File: config.mk
export PLATFORM = sky130hd
export DESIGN_NAME = supply_reset_watchdog
export DESIGN_NICKNAME = d
export VERILOG_FILES = /design/src/rtl/supervisor_pkg.sv /design/src/rtl/pin_sync.sv /design/src/rtl/cycle_timer.sv /design/src/rtl/supply_reset_watchdog.sv
export SDC_FILE = /design/constraint.sdc
export NUM_CORES = 1
export LEC_CHECK = 0
export BUFFER_PORTS_ARGS = -buffer_cell sky130_fd_sc_hd__buf_4
export CAP_MARGIN = 0
export CORE_UTILIZATION = 45
export DETAILED_ROUTE_END_ITERATION = 8
export HOLD_SLACK_MARGIN = 0.1
export SYNTH_ARGS = -nofsm -noshare
export SYNTH_HDL_FRONTEND = slang
export SYNTH_SLANG_ARGS = --single-unit
File: constraint.sdc
create_clock -name core_clk -period 3.7 [get_ports core_clk]
set_input_delay 0.555 -clock core_clk [delete_from_list [all_inputs] [get_ports core_clk]]
set_output_delay 0.555 -clock core_clk [all_outputs]
set_load 0.01 [all_outputs]
File: src/rtl/supervisor_pkg.sv
// Constants, timing figures and state codes for the supply and watchdog
// supervisor.
// Assumes a single 50 MHz core clock and an asynchronous active-low reset.
package supervisor_pkg;

    localparam int CLK_HZ = 50_000_000;
    localparam int CYCLES_PER_MS = CLK_HZ / 1000;

    // Reset active time, least figure, in milliseconds.
    localparam int RESET_ACTIVE_MS = 140;
    localparam int RESET_ACTIVE_CYCLES = CYCLES_PER_MS * RESET_ACTIVE_MS;

    // Watchdog timeout, typical figure, in milliseconds.
    localparam int WD_TIMEOUT_MS = 1600;
    localparam int WD_TIMEOUT_CYCLES = CYCLES_PER_MS * WD_TIMEOUT_MS;

    // Wide enough for the longest count above.
    localparam int TIMER_W = 27;

    // Output levels after reset.
    localparam logic RESET_N_RST = 1'b0;
    localparam logic RESET_RST = 1'b1;
    localparam logic FAULT_N_RST = 1'b1;

    // Decoded service input levels.
    typedef enum logic [1:0] {
        LVL_MID = 2'h0,
        LVL_LOW = 2'h1,
        LVL_HIGH = 2'h2
    } service_level_t;

    typedef enum logic [3:0] {
        ST_SUPPLY_LOW = 4'h1,
        ST_STRETCH = 4'h2,
        ST_RUN = 4'h4,
        ST_WD_PULSE = 4'h8
    } supervisor_state_t;

endpackage : supervisor_pkg

File: src/rtl/pin_sync.sv
// Two-flop synchroniser for asynchronous pin levels.
// Assumes inputs are static levels; short glitches may be missed.
`timescale 1ns/1ps
module pin_sync #(
    parameter int WIDTH = 1
) (
    input wire logic core_clk,
    input wire logic rst_n,
    input wire logic [WIDTH-1:0] pin_in,
    output logic [WIDTH-1:0] level_q
);

    logic [WIDTH-1:0] meta_q;
    logic [WIDTH-1:0] meta_d;
    logic [WIDTH-1:0] level_d;

    always_comb begin
        meta_d = pin_in;
        level_d = meta_q;
    end

    // The first stage feeds only the second stage.
    always_ff @(posedge core_clk or negedge rst_n) begin
        if (!rst_n) begin
            meta_q <= '0;
            level_q <= '0;
        end else begin
            meta_q <= meta_d;
            level_q <= level_d;
        end
    end

endmodule : pin_sync

File: src/rtl/cycle_timer.sv
// Up-counter that pulses done on the cycle it reaches limit.
// Assumes limit is at least one; the count wraps to zero on done.
`timescale 1ns/1ps
module cycle_timer #(
    parameter int WIDTH = 27
) (
    input wire logic core_clk,
    input wire logic rst_n,
    input wire logic clear,
    input wire logic run,
    input wire logic [WIDTH-1:0] limit,
    output logic done
);

    localparam logic [WIDTH-1:0] ONE = WIDTH'(1);

    logic [WIDTH-1:0] count_q;
    logic [WIDTH-1:0] count_d;

    always_comb begin
        done = run && !clear && ((count_q + ONE) == limit);
        if (clear || done) begin
            count_d = '0;
        end else if (run) begin
            count_d = count_q + ONE;
        end else begin
            count_d = count_q;
        end
    end

    always_ff @(posedge core_clk or negedge rst_n) begin
        if (!rst_n) begin
            count_q <= '0;
        end else begin
            count_q <= count_d;
        end
    end

endmodule : cycle_timer

File: src/rtl/supply_reset_watchdog.sv
// Supply reset stretcher and three-level watchdog for a processor.
// Assumes the supply comparator and the two service level comparators
// arrive as asynchronous pins; all outputs are registered.
//
// Functional notes
// Reset low output held low while supply is low.
// After supply recovers, reset stays low at least 140 ms.
// Unserviced enabled watchdog asserts reset for at least 140 ms.
// Static service input past timeout pulses reset and drops fault.
// Both service edges clear the watchdog timer, starting a new period.
// Floating or mid-level service input disables the watchdog.
// Active-high reset is always the complement of reset low.
// Fault output returns high on the next service edge.
// Fault output stays high while the watchdog is disabled.
// Fault output forced high while supply is low.
// Static service input repeats reset pulses once per timeout.
// Processor toggles service input at least every 1.6 seconds.
// Systems without watchdog leave the service input unconnected.
// Timeout 1.0 to 2.25 s; reset active 140 to 280 ms.
// Timer held clear in supply reset, restarted after each timeout.
`timescale 1ns/1ps
module supply_reset_watchdog
    import supervisor_pkg::*;
#(
    parameter int RESET_CYCLES = RESET_ACTIVE_CYCLES,
    parameter int TIMEOUT_CYCLES = WD_TIMEOUT_CYCLES
) (
    input wire logic core_clk,
    input wire logic rst_n,
    input wire logic supply_low,
    input wire logic service_above_high,
    input wire logic service_below_low,
    output logic reset_out_n_q,
    output logic reset_out_q,
    output logic watchdog_fault_output_n
);

    ////////////////////////////////////////////////////////////////////////
    // Pin synchronisation and level decode.

    logic [2:0] pins_s;
    logic supply_low_s;
    logic above_s;
    logic below_s;

    pin_sync #(
        .WIDTH(3)
    ) u_pin_sync (
        .core_clk(core_clk),
        .rst_n(rst_n),
        .pin_in({supply_low, service_above_high, service_below_low}),
        .level_q(pins_s)
    );

    assign supply_low_s = pins_s[2];
    assign above_s = pins_s[1];
    assign below_s = pins_s[0];

    function automatic service_level_t decode_level(input logic hi,
                                                    input logic lo);
        // Both comparators set cannot happen on a sane wire.
        if (hi && !lo) begin
            decode_level = LVL_HIGH;
        end else if (lo && !hi) begin
            decode_level = LVL_LOW;
        end else begin
            decode_level = LVL_MID;
        end
    endfunction : decode_level

    service_level_t level;
    logic wd_enable;

    always_comb begin
        level = decode_level(above_s, below_s);
        // mid disables watchdog
        wd_enable = (level != LVL_MID);
    end

    ////////////////////////////////////////////////////////////////////////
    // Service edge detection.

    service_level_t last_q;
    service_level_t last_d;
    logic last_valid_q;
    logic last_valid_d;
    logic service_edge;

    always_comb begin
        last_d = last_q;
        last_valid_d = wd_enable;
        if (wd_enable) begin
            last_d = level;
        end
        // edge in either direction
        service_edge = wd_enable && last_valid_q && (level != last_q);
    end

    always_ff @(posedge core_clk or negedge rst_n) begin
        if (!rst_n) begin
            last_q <= LVL_MID;
            last_valid_q <= 1'b0;
        end else begin
            last_q <= last_d;
            last_valid_q <= last_valid_d;
        end
    end

    ////////////////////////////////////////////////////////////////////////
    // Timers.

    supervisor_state_t state_q;
    supervisor_state_t state_d;
    logic pulse_run;
    logic pulse_clear;
    logic pulse_done;
    logic wd_run;
    logic wd_clear;
    logic wd_timeout;

    always_comb begin
        pulse_run = (state_q == ST_STRETCH) || (state_q == ST_WD_PULSE);
        pulse_clear = !pulse_run || wd_timeout || supply_low_s;
        // timer held in supply reset
        wd_run = wd_enable &&
                 ((state_q == ST_RUN) || (state_q == ST_WD_PULSE));
        // edge restarts period
        wd_clear = !wd_run || service_edge || supply_low_s;
    end

    // reset active time
    cycle_timer #(
        .WIDTH(TIMER_W)
    ) u_pulse_timer (
        .core_clk(core_clk),
        .rst_n(rst_n),
        .clear(pulse_clear),
        .run(pulse_run),
        .limit(TIMER_W'(RESET_CYCLES)),
        .done(pulse_done)
    );

    // watchdog period
    cycle_timer #(
        .WIDTH(TIMER_W)
    ) u_wd_timer (
        .core_clk(core_clk),
        .rst_n(rst_n),
        .clear(wd_clear),
        .run(wd_run),
        .limit(TIMER_W'(TIMEOUT_CYCLES)),
        .done(wd_timeout)
    );

    ////////////////////////////////////////////////////////////////////////
    // Supervisor state and outputs.

    logic reset_n_d;
    logic reset_d;
    logic fault_n_d;

    always_comb begin
        state_d = state_q;
        unique case (state_q)
            ST_SUPPLY_LOW: begin
                if (!supply_low_s) begin
                    state_d = ST_STRETCH;
                end
            end
            ST_STRETCH: begin
                // stretch after recovery
                if (pulse_done) begin
                    state_d = ST_RUN;
                end
            end
            ST_RUN: begin
                // timeout pulses reset
                if (wd_timeout) begin
                    state_d = ST_WD_PULSE;
                end
            end
            ST_WD_PULSE: begin
                // pulse ends, period continues
                if (pulse_done) begin
                    state_d = ST_RUN;
                end
            end
        endcase
        // supply low overrides all
        if (supply_low_s) begin
            state_d = ST_SUPPLY_LOW;
        end

        reset_n_d = (state_d == ST_RUN);
        // complement output
        reset_d = !reset_n_d;

        fault_n_d = watchdog_fault_output_n;
        if (supply_low_s) begin
            // fault high on low supply
            fault_n_d = 1'b1;
        end else if (!wd_enable) begin
            // fault high while disabled
            fault_n_d = 1'b1;
        end else if (service_edge) begin
            // edge returns fault high
            fault_n_d = 1'b1;
        end else if (wd_timeout) begin
            // timeout drops fault
            fault_n_d = 1'b0;
        end
    end

    // Outputs share one register stage so the two resets never skew.
    always_ff @(posedge core_clk or negedge rst_n) begin
        if (!rst_n) begin
            state_q <= ST_SUPPLY_LOW;
            reset_out_n_q <= RESET_N_RST;
            reset_out_q <= RESET_RST;
            watchdog_fault_output_n <= FAULT_N_RST;
        end else begin
            state_q <= state_d;
            reset_out_n_q <= reset_n_d;
            reset_out_q <= reset_d;
            watchdog_fault_output_n <= fault_n_d;
        end
    end

endmodule : supply_reset_watchdog

==> results by group, run 1 <==
STA
  • Final hold vios: 0
  • Max Clock Skew: just under 0.01 ns
  • Setup violators final: 0
  • Slew @ Worst Pin: 1.01 ns
  • Setup_tns: 0 ns
  • RSZ-0062 raised after global routing: false
  • Rel. slew slack: roughly 33%
  • Peak Freq: between 300 and 400 MHz
  • Post-layout min period: 3.04 ns
  • Fin. max-slew vios: 0
  • Worst hold margin: 0.309 ns
  • Period utilization: 82.1%

Die
  • CORE AREA: 8810 µm²
  • Initial core utilization: 46.9%
  • Die width: a little under 100 µm
  • IO Pins: 8
  • FP Rows: 34
  • Die Y: 97.8 µm
  • DIE AREA: 9560 µm²

Clock network
  • CTS root buf: clkbuf_8
  • Num CTS Buffers: 9
  • Sink Count: 70
  • Post-CTS Setup Inserts: 0
  • H-tree lvl count: 3
  • Post_cts resized: 0
  • Clk slew on worst S/H paths: 0.08 ns
  • Hold buffers post-CTS: 0
  • Worst skew pair latency: 0.35 ns
  • Clock Path Buffers: 2
  • CTS tree: yes

Finish
  • Most frequent cells in the layout: dfrtp_1 (67), nor3_1 (53), nand2_1 (34)
  • Layout cell share with drive strength beyond 1: under 10%
  • # fillers: ~840
  • Fin nets: 457
  • Syn-to-layout area delta: 7.70%
  • Commonest non-fill, non-tap cell in the layout: dfrtp_1
  • ANT cells: 0

Placed design
  • Port Buffers: 7
  • GPL Wtd Cong: 0.839
  • DP HPWL: 6030 µm

Yosys
  • Largest family of logic cells by synthesized area: simple AND/OR/NAND/NOR gates
  • Simple-gate share of the synthesized area: 30.4%
  • Synthesized area per cell: between 9 and 10 µm²
  • Post-Syn Instances: between 400 and 500
  • Post-synth top area share: 40.6%
  • Post-synthesis compound-gate area fraction: 7.10%
  • Cell variety after synth: between 50 and 60
  • Main flop type after synthesis: dfrtp_1
  • Adder-cell area share of the yosys netlist: 1.82%
  • Number of synthesized register bits: 70
  • Post-synthesis mux area share: 1.30%
  • EDFF count, synth: 0
  • Synth area leader: dfrtp_1
  • XOR/XNOR Fraction of Synth Area: between 10% and 20%
  • Yosys warning total: 0
  • Register area share after synthesis: 42.5%
  • Net count after synthesis: 464
  • Area of the mapped netlist: 4130 µm²
  • Fraction of registers with async set or reset after synthesis: 100%
  • Synth area leaders: dfrtp_1 (41%), nor3_1 (6.4%), xnor2_1 (6.4%)

Global route
  • Initial antenna violation count: 0
  • Global-route wire length before repair: 15500 µm
  • GRT overflow: 0
  • Pin count of the biggest net entering global routing: 71
  • Total Routing Usage GR: between 20% and 30%
  • Number of global-route vias before repair: 3118

Power and ir drop
  • Leak: 1.64 nW
  • Peak VDD IR: 0.000177 V
  • Power per cell area: 330 nW/µm²

Routing
  • Antenna Violating Nets Remaining: 0
  • Vias per cell: between 5 and 6
  • Drt first pass iters: 4
  • Routed WL per cell: 15.9 µm
  • Via count: approximately 3300
  • WL final: ~8900 µm
  • Starting DRT DRC Count: 185
  • DRC viols: 0

Critical path
  • Crit end category: flip-flop
  • Max Fanout on Critical Path: 46
  • Worst EP required: 3.94 ns
  • Arrival time at the worst endpoint: 3.28 ns
  • Kind of critical path: flip-flop to flip-flop
  • Startpoint Class: flip-flop

Run status
  • Status: finished, final reports clean

Hold path
  • Hold WC Path Type: input pin to flip-flop

Job
  • Max Cap Viol: 0
[cell usage after synthesis, drive strengths merged (2+ instances only)]
cell type / count
nor4: 21
or3: 5
nand3: 28
or4: 4
clkbuf: 20
or2: 2
and4: 6
nor4b: 4
nand2b: 4
nor3b: 4
ha: 6
nor2b: 3
mux2i: 2
xor2: 30
nand2: 34
and2: 5
buf: 12
nand4: 20
inv: 8
xnor2: 30
dfrtp: 67
nor2: 27
a21boi: 3
a31oi: 3
o31ai: 4
o22a: 2
nor3: 53
a21oi: 8
o21ba: 2
and3: 7
nand3b: 2
dfstp: 3
mux2: 3
o21ai: 5
[stage by stage]
| step | total power [W] | cell area, µm² | util, % | instances | worst slack (ns) |
|---|---|---|---|---|---|
| floorplan | 0.000816 | 4130 | - | 453 | 0.900 |
| global placement | 0.000844 | 4240 | 48.1 | 543 | 0.745 |
| detailed placement | 0.000845 | 4240 | 48.1 | 543 | 0.678 |
| CTS | 0.00150 | 4440 | 50.5 | 559 | 0.666 |
| global route | 0.00154 | 4440 | 50.5 | 559 | 0.437 |
| finish | 0.00147 | 4440 | 50.5 | 559 | 0.664 |
[state kept, by name (all words and copies together), names as in the netlist]
register	flops
last_q	2
last_valid_q	1
reset_out_n_q	1
reset_out_q	1
state_q	4
u_pin_sync.level_d	3
u_pin_sync.level_q	3
u_pulse_timer.count_q	27
u_wd_timer.count_q	27
watchdog_fault_output_n	1
[worst paths after layout]
| kind | slack, ns | from | cells after the start | to |
|---|---|---|---|---|
| max | 0.66 | u_wd_timer.count_q[0] | 9 | reset_out_n_q |
| min | 0.31 | supply_low | 1 | u_pin_sync.level_d[2] |
| max reg2reg | 0.66 | u_wd_timer.count_q[0] | 9 | reset_out_n_q |
| min reg2reg | 0.35 | u_pin_sync.level_d[2] | 0 | u_pin_sync.level_q[2] |
| max in group asynchronous | 2.78 | rst_n | 1 | u_wd_timer.count_q[11] |
| min in group asynchronous | 0.32 | rst_n | 1 | u_wd_timer.count_q[12] |
[logic make-up (layout without fill, tap and decap cells)]
kind of cell | after synthesis | in the layout
AND/OR/NAND/NOR | 231 | 231
flip-flops | 70 | 70
XOR/XNOR | 60 | 60
AO/OA/AOI/OAI | 41 | 41
buffers and inverters | 40 | 38
adder cells (fa/ha/maj) | 6 | 6
multiplexers | 5 | 5
[routing by layer]
| metal | part of all wire (%) | vias up | GRT usage, % |
|---|---|---|---|
| li1 | - | 1628 | - |
| met1 | 52 | 1579 | 30.1 |
| met2 | 42 | 71 | 29.9 |
| met3 | 5.0 | 13 | 4.01 |
| met4 | 1.4 | 0 | 6.76 |
| met5 | 0 | - | 0 |
[worst max-delay path: stages (launching register included)]
cell	delay (ns)
dfrtp_1	0.45
ha_1	0.27
and3_1	0.21
or3_1	0.32
a311oi_1	0.24
a21oi_1	0.06
or4_1	0.57
nor4_4	0.36
buf_12	0.27
o21ba_1	0.18
[layout make-up]
cell class	count	area, µm²	share of cell area, %
repair buffers	14	118	2.65
clock inverters	6	68.8	1.55
multi-input cells	343	2200	49.5
inverters	8	30.0	0.676
clock buffers	10	138	3.10
well taps	108	135	3.04
flip-flops and latches	70	1760	39.5
[where the power goes]
group          internal, W  leakage (nW)  switching, W  total [W]
Clock             0.000334         0.103      0.000306   0.000640
Sequential        0.000774         0.947    0.00000624   0.000780
Combinational    0.0000146         0.588     0.0000334  0.0000481
Total              0.00112          1.64      0.000345    0.00147
(Power assumes the default switching activity.)
==> inputs of run 2 (changes only) <==
==> constraint.sdc (replaced) <==
create_clock -name core_clk -period 3.1 [get_ports core_clk]
set_input_delay 0.465 -clock core_clk [delete_from_list [all_inputs] [get_ports core_clk]]
set_output_delay 0.465 -clock core_clk [all_outputs]
set_load 0.01 [all_outputs]
==> run 2 against run 1 <==
  * Worst hold slack got worse by 0.097 ns
  * Cell count rose by 2.0%
  * Critical path depth rose by 1
  * Clock power rose by 20%
  * Utilization rose by 1.1 points
  * Highest routed layer unchanged
==> results by group, run 2 (synthesis results as in run 1) <==
Placed design
  • Port Buffers: 7 (unchanged)
  • GPL Wtd Cong: 0.865 (+3.0%)
  • Pre-CTS WS: 0.0752 ns (-0.603 ns)
  • DP Area: 4310 µm² (+1.6%)
  • DP HPWL: 6090 µm (+1.1%)

STA
  • Post-layout min period: 2.94 ns (-0.0933 ns)
  • Setup violators final: 0 (unchanged)
  • Period utilization: 94.9% (+13 points)
  • Worst hold margin: 0.211 ns (-0.0973 ns)
  • Setup_tns: 0 ns (unchanged)
  • Max Clock Skew: 0.0120 ns (+0.00223 ns)
  • Rel. slew slack: 42.3% (+9.5 points)
  • Final hold vios: 0 (unchanged)
  • Final worst slack: 0.157 ns (-0.507 ns)
  • Fin. max-slew vios: 0 (unchanged)
  • Peak Freq: 340 MHz (+3.2%)
  • Slew @ Worst Pin: 0.866 ns (-0.142 ns)
  • RSZ-0062 raised after global routing: false

Power and ir drop
  • Net Switching: 0.000437 W (+27%)
  • Sw Ratio: 24.9% (+1.3 points)
  • Int Power: 0.00132 W (+18%)
  • Power per cell area: 388 nW/µm² (+17%)
  • Leak: 1.69 nW (+3.4%)
  • Clk pwr share: 43.8% (+0.2 points)
  • Flop pwr share: 52.9% (-0.2 points)
  • Logic gate share of total power: 3.3% (about the same)
  • Peak VDD IR: 0.000216 V (+22%)

Critical path
  • R2R cell count: 10 (+1)
  • Kind of critical path: flip-flop to flip-flop
  • Startpoint Class: flip-flop
  • Crit end category: flip-flop
  • CP peak stage delay: 0.57 ns (about the same)
  • Combined buffer and inverter count along the critical path: 2 (+1)
  • CP cell instances: ha_1 > and3_1 > or3_1 > a311oi_2 > a21oi_1 > or4_1 > nor4_4 > buf_4 > clkbuf_16 > o21ba_1
  • Max Fanout on Critical Path: 23 (-50%)
  • CP top delay family: simple AND/OR/NAND/NOR gates
  • Slowest cell on crit path: or4_1
  • Worst EP required: 3.35 ns (-0.59 ns)
  • WP depth: 10 (+1)
  • Arrival time at the worst endpoint: 3.19 ns (-0.09 ns)

Routing
  • Starting DRT DRC Count: 154 (-17%)
  • Drt first pass iters: 5 (+1)
  • WL final: 9360 µm (+5.6%)
  • Antenna Violating Nets Remaining: 0 (unchanged)
  • Routed WL per cell: 16.4 µm (+3.5%)
  • DRC viols: 0 (unchanged)
  • Vias per cell: 5.89 (about the same)
  • Via count: 3356 (+2.0%)

Finish
  • Post-layout util: 51.5% (+1.1 points)
  • Syn-to-layout area delta: 9.98%
  • Design area: 4540 µm² (+2.1%)
  • ANT cells: 0 (unchanged)
  • Fin nets: 468 (+2.4%)
  • Most frequent cells in the layout: dfrtp_1 (66), nor3_1 (53), nand2_1 (34)
  • Commonest non-fill, non-tap cell in the layout: dfrtp_1
  • Layout cell share with drive strength beyond 1: 11.5% (+2.6 points)
  • Top flop regs: u_pulse_timer.count_q: 27 flops, u_wd_timer.count_q: 27 flops, state_q: 4 flops

Clock network
  • CTS root buf: clkbuf_8
  • Clock Path Buffers: 2 (unchanged)
  • Clk slew on worst S/H paths: 0.09 ns (about the same)
  • Worst skew pair latency: 0.35 ns (about the same)
  • CTS tree: yes
  • Num CTS Buffers: 9 (unchanged)
  • H-tree lvl count: 3 (unchanged)
  • Sink Count: 70 (unchanged)

Run status
  • Status: finished, final reports clean

Job
  • Max Cap Viol: 0 (unchanged)

Die
  • Die Y: 97.8 µm (unchanged)
  • DIE AREA: 9560 µm² (unchanged)
  • IO Pins: 8 (unchanged)
  • Die width: 97.8 µm (unchanged)
  • FP Rows: 34 (unchanged)
  • CORE AREA: 8810 µm² (unchanged)
  • Initial core utilization: 46.9% (unchanged)

Global route
  • Global-route wire length before repair: 16100 µm (+4.3%)
  • GRT overflow: 0 (unchanged)
  • Initial antenna violation count: 0 (unchanged)
  • Total Routing Usage GR: 21.2% (+0.79 points)
  • Pin count of the biggest net entering global routing: 71 (unchanged)
  • Number of global-route vias before repair: 3179 (+2.0%)

Hold path
  • Hold path depth: 1 (unchanged)
  • Hold WC Path Type: input pin to flip-flop
==> run 2: changes by cell type in the layout (fill, tap and decap cells not counted) <==
cell / delta
dfrtp_2: +1
a311oi_1: -1
dfrtp_1: -1
buf_12: -1
buf_4: +10
clkbuf_8: -1
buf_6: +1
clkbuf_16: +1
a311oi_2: +1
inv_6: +1
==> run 2: path summary, 6_finish.rpt <==
kind / to / slack, ns / startpoint
max: state_q[2] / 0.16 / u_wd_timer.count_q[0]
min: u_pin_sync.level_d[2] / 0.21 / supply_low
max reg2reg: state_q[2] / 0.16 / u_wd_timer.count_q[0]
min reg2reg: u_pin_sync.level_q[2] / 0.36 / u_pin_sync.level_d[2]
max in group asynchronous: u_wd_timer.count_q[0] / 2.26 / rst_n
min in group asynchronous: u_pin_sync.level_d[1] / 0.23 / rst_n
==> run 2: area by class of cell <==
cell class              instances  area (µm²)
fillers                       801        4270
multi-input cells             343        2210
flip-flops and latches         70        1760
repair buffers                 25         209
well taps                     108         135
clock buffers                   9         124
clock inverters                 7        77.6
inverters                       8        30.0
==> run 2: layer usage <==
layer / vias up / wire length [µm] / track usage (%) / share of wire, %
met5: - / 0 / 0 / 0
met4: 0 / 100 / 6.41 / 1.1
met3: 10 / 487 / 4.65 / 5.2
met2: 75 / 4040 / 29.9 / 43
met1: 1616 / 4730 / 32.2 / 51
li1: 1655 / - / - / -
==> run 2: repair_timing <==
item	4_1_cts	5_1_grt
hold buffers	0	0
setup endpoints to repair	0	59
gates resized for setup	0	3
buffers inserted	0	1
==> run 2: power by group through the flow <==
stage	clock network (W)	registers, W	logic (W)
global placement	0	0.000949	0.0000597
floorplan	0	0.000947	0.0000269
finish	0.000771	0.000930	0.0000575
detailed placement	0	0.000949	0.0000602
CTS	0.000794	0.000931	0.0000601
global route	0.000837	0.000933	0.0000671
==> run 2: metrics by stage <==
| step | power (W) | cells |
|---|---|---|
| 5_1_grt | 0.00184 | 570 |
| 3_5_place_dp | 0.00101 | 552 |
| 4_1_cts | 0.00179 | 568 |
| 2_1_floorplan | 0.000974 | 453 |
| 3_3_place_gp | 0.00101 | 552 |
| 6_report | 0.00176 | 570 |
==> run 2: worst register-to-register path: cells and delay by family, from the launching register on <==
family                     cells  cell delay [ns]
buffers and inverters          2             0.37
and+or+nand+nor                4             1.34
adders and majority gates      1             0.25
AOI/OAI and AO/OA              3             0.44
DFF                            1             0.45
==> inputs of run 3 (changes only) <==
==> constraint.sdc (replaced) <==
create_clock -name core_clk -period 2.8 [get_ports core_clk]
set_input_delay 0.42 -clock core_clk [delete_from_list [all_inputs] [get_ports core_clk]]
set_output_delay 0.42 -clock core_clk [all_outputs]
set_load 0.01 [all_outputs]
==> run 3 against run 2 <==
  * The run now ends with DRC left
  * Utilization grew 4.1 points
  * Worst hold slack got worse by 0.025 ns
  * Die area stayed put
  * First-iteration DRC count up 2.6%
  * Sequential cell count unchanged
  * Cell area up 8.1%
  * Critical path depth stayed put
  * Setup slack worse by 0.11 ns
  * Routed wire length is 8.5% higher
  * Register-to-register slack got worse by 0.11 ns
  * Critical path type unchanged
==> results by group, run 3 (synthesis results as in run 1) <==
Finish
  • Fin nets: 500 (+6.8%)
  • Finished Layout Cells: 602 (+5.6%)
  • Top flop regs: u_pulse_timer.count_q: 27 flops, u_wd_timer.count_q: 27 flops, state_q: 4 flops
  • ANT cells: 0 (unchanged)
  • Commonest non-fill, non-tap cell in the layout: dfrtp_1
  • Most frequent cells in the layout: dfrtp_1 (67), nor3_1 (52), buf_4 (51)
  • Layout cell share with drive strength beyond 1: 19.2% (+7.8 points)
  • Syn-to-layout area delta: 18.8%

Critical path
  • Kind of critical path: flip-flop to flip-flop
  • Crit end category: flip-flop
  • Worst EP required: 3.04 ns (-0.31 ns)
  • Worst R2R End: state_q[2]
  • Startpoint Class: flip-flop
  • R2R cell count: 10 (unchanged)
  • Launching point of the worst reg2reg path: u_wd_timer.count_q[0]
  • Max Fanout on Critical Path: 6 (-74%)
  • Flop2flop setup slack: 0.04 ns (-0.11 ns)
  • Arrival time at the worst endpoint: 3.00 ns (-0.19 ns)

Clock network
  • Num CTS Buffers: 9 (unchanged)
  • Worst skew pair latency: 0.34 ns (about the same)
  • Clk slew on worst S/H paths: 0.08 ns (about the same)
  • Clock Path Buffers: 2 (unchanged)
  • CTS tree: yes
  • H-tree lvl count: 3 (unchanged)
  • CTS root buf: clkbuf_8
  • Hold buffers post-CTS: 0 (unchanged)
  • Sink Count: 70 (unchanged)

Die
  • Die width: 97.8 µm (unchanged)
  • Initial core utilization: 46.9% (unchanged)
  • DIE AREA: 9560 µm² (unchanged)
  • Die Y: 97.8 µm (unchanged)
  • CORE AREA: 8810 µm² (unchanged)
  • FP Rows: 34 (unchanged)
  • IO Pins: 8 (unchanged)

Routing
  • Routed WL per cell: 16.9 µm (+2.7%)
  • Starting DRT DRC Count: 158 (+2.6%)
  • Via count: 3569 (+6.3%)
  • WL final: 10200 µm (+8.5%)
  • Vias per cell: 5.93 (+0.69%)
  • Drt first pass iters: 7 (+2)
  • DRC viols: 2 (+2)
  • Antenna Violating Nets Remaining: 0 (unchanged)

STA
  • Slew @ Worst Pin: 0.876 ns (+0.00993 ns)
  • Max Clock Skew: 0.0129 ns (+0.000846 ns)
  • Rel. slew slack: 41.6% (-0.66 points)
  • Final hold vios: 0 (unchanged)
  • Period utilization: 98.4% (+3.5 points)
  • Post-layout min period: 2.76 ns (-0.187 ns)
  • Setup violators final: 0 (unchanged)
  • Fin. max-slew vios: 0 (unchanged)
  • Worst hold margin: 0.186 ns (-0.0248 ns)
  • Peak Freq: 363 MHz (+6.8%)

Global route
  • Initial antenna violation count: 0 (unchanged)
  • Pin count of the biggest net entering global routing: 71 (unchanged)
  • Total Routing Usage GR: 22.7% (+1.5 points)
  • GRT overflow: 0 (unchanged)
  • Global-route wire length before repair: 17000 µm (+5.6%)
  • Number of global-route vias before repair: 3377 (+6.2%)

Placed design
  • DP HPWL: 6680 µm (+9.6%)
  • Port Buffers: 7 (unchanged)
  • Placed cell count: 580 (+5.1%)
  • GPL Wtd Cong: 0.871 (+0.72%)

Power and ir drop
  • Leak: 1.88 nW (+11%)
  • Power per cell area: 398 nW/µm² (+2.6%)
  • Peak VDD IR: 0.000261 V (+21%)

Job
  • Max Cap Viol: 0 (unchanged)

Run status
  • Status: finished, violations left
  • Failing checks: DRC

Hold path
  • Hold WC Path Type: input pin to asynchronous set/reset pin
==> run 3: worst max-delay path by stage <==
stage	start	to	slack, ns
global placement	u_wd_timer.count_q[0]	reset_out_n_q	-0.02
finish	u_wd_timer.count_q[0]	state_q[2]	0.04
detailed placement	u_wd_timer.count_q[0]	reset_out_n_q	-0.09
CTS	u_wd_timer.count_q[0]	state_q[2]	-0.06
floorplan	u_wd_timer.count_q[0]	u_wd_timer.count_q[20]	0.04
global route	u_wd_timer.count_q[0]	u_wd_timer.count_q[0]	-0.02
==> run 3: stage by stage <==
stage	power [W]	util, %	TNS [ns]	area (µm²)	setup WS (ns)
6_report	0.00195	55.7	0	4900	0.0444
5_1_grt	0.00203	55.7	-0.249	4900	-0.0213
4_1_cts	0.00198	54.7	-1.13	4820	-0.0610
3_5_place_dp	0.00112	51.3	-0.361	4520	-0.0867
3_3_place_gp	0.00112	51.3	-0.0313	4520	-0.0162
2_1_floorplan	0.00108	-	0	4130	0.0447
==> run 3: final cells by class <==
type,instances,area (µm²)
flip-flops and latches,70,1760
well taps,108,135
clock inverters,5,56.3
clock buffers,11,151
fillers,792,3900
multi-input cells,343,2270
inverters,8,30.0
repair buffers,57,509
==> run 3: power breakdown <==
group	internal [W]	total, W	switching, W
clock	0.000460	0.000853	0.000392
combinational	0.0000209	0.0000664	0.0000455
sequential	0.00102	0.00103	0.00000774
==> run 3: what timing repair did <==
action / CTS / global route
setup endpoints to repair: 43 / 60
buffers inserted: 2 / 1
resized for setup: 9 / 10
pin swaps: 2 / 3
cloned: 2 / 1
==> run 3: layer usage <==
metal | share of wire, % | global-route usage [%] | wire [µm] | vias to the layer above
li1 | - | - | - | 1707
met1 | 51 | 33.8 | 5160 | 1773
met2 | 44 | 33.8 | 4480 | 81
met3 | 4.1 | 4.37 | 419 | 8
met4 | 0.92 | 5.83 | 93 | 0
met5 | 0 | 0 | 0 | -
==> run 3: critical path: stages, from the launching register on <==
cell and delay [ns]:
dfrtp_1 0.40, buf_4 0.14, and4_1 0.20, or3_1 0.38, a311oi_2 0.28, a21oi_1 0.07
or4_4 0.53, nor4_4 0.17, buf_6 0.21, buf_12 0.14, o21ba_1 0.14
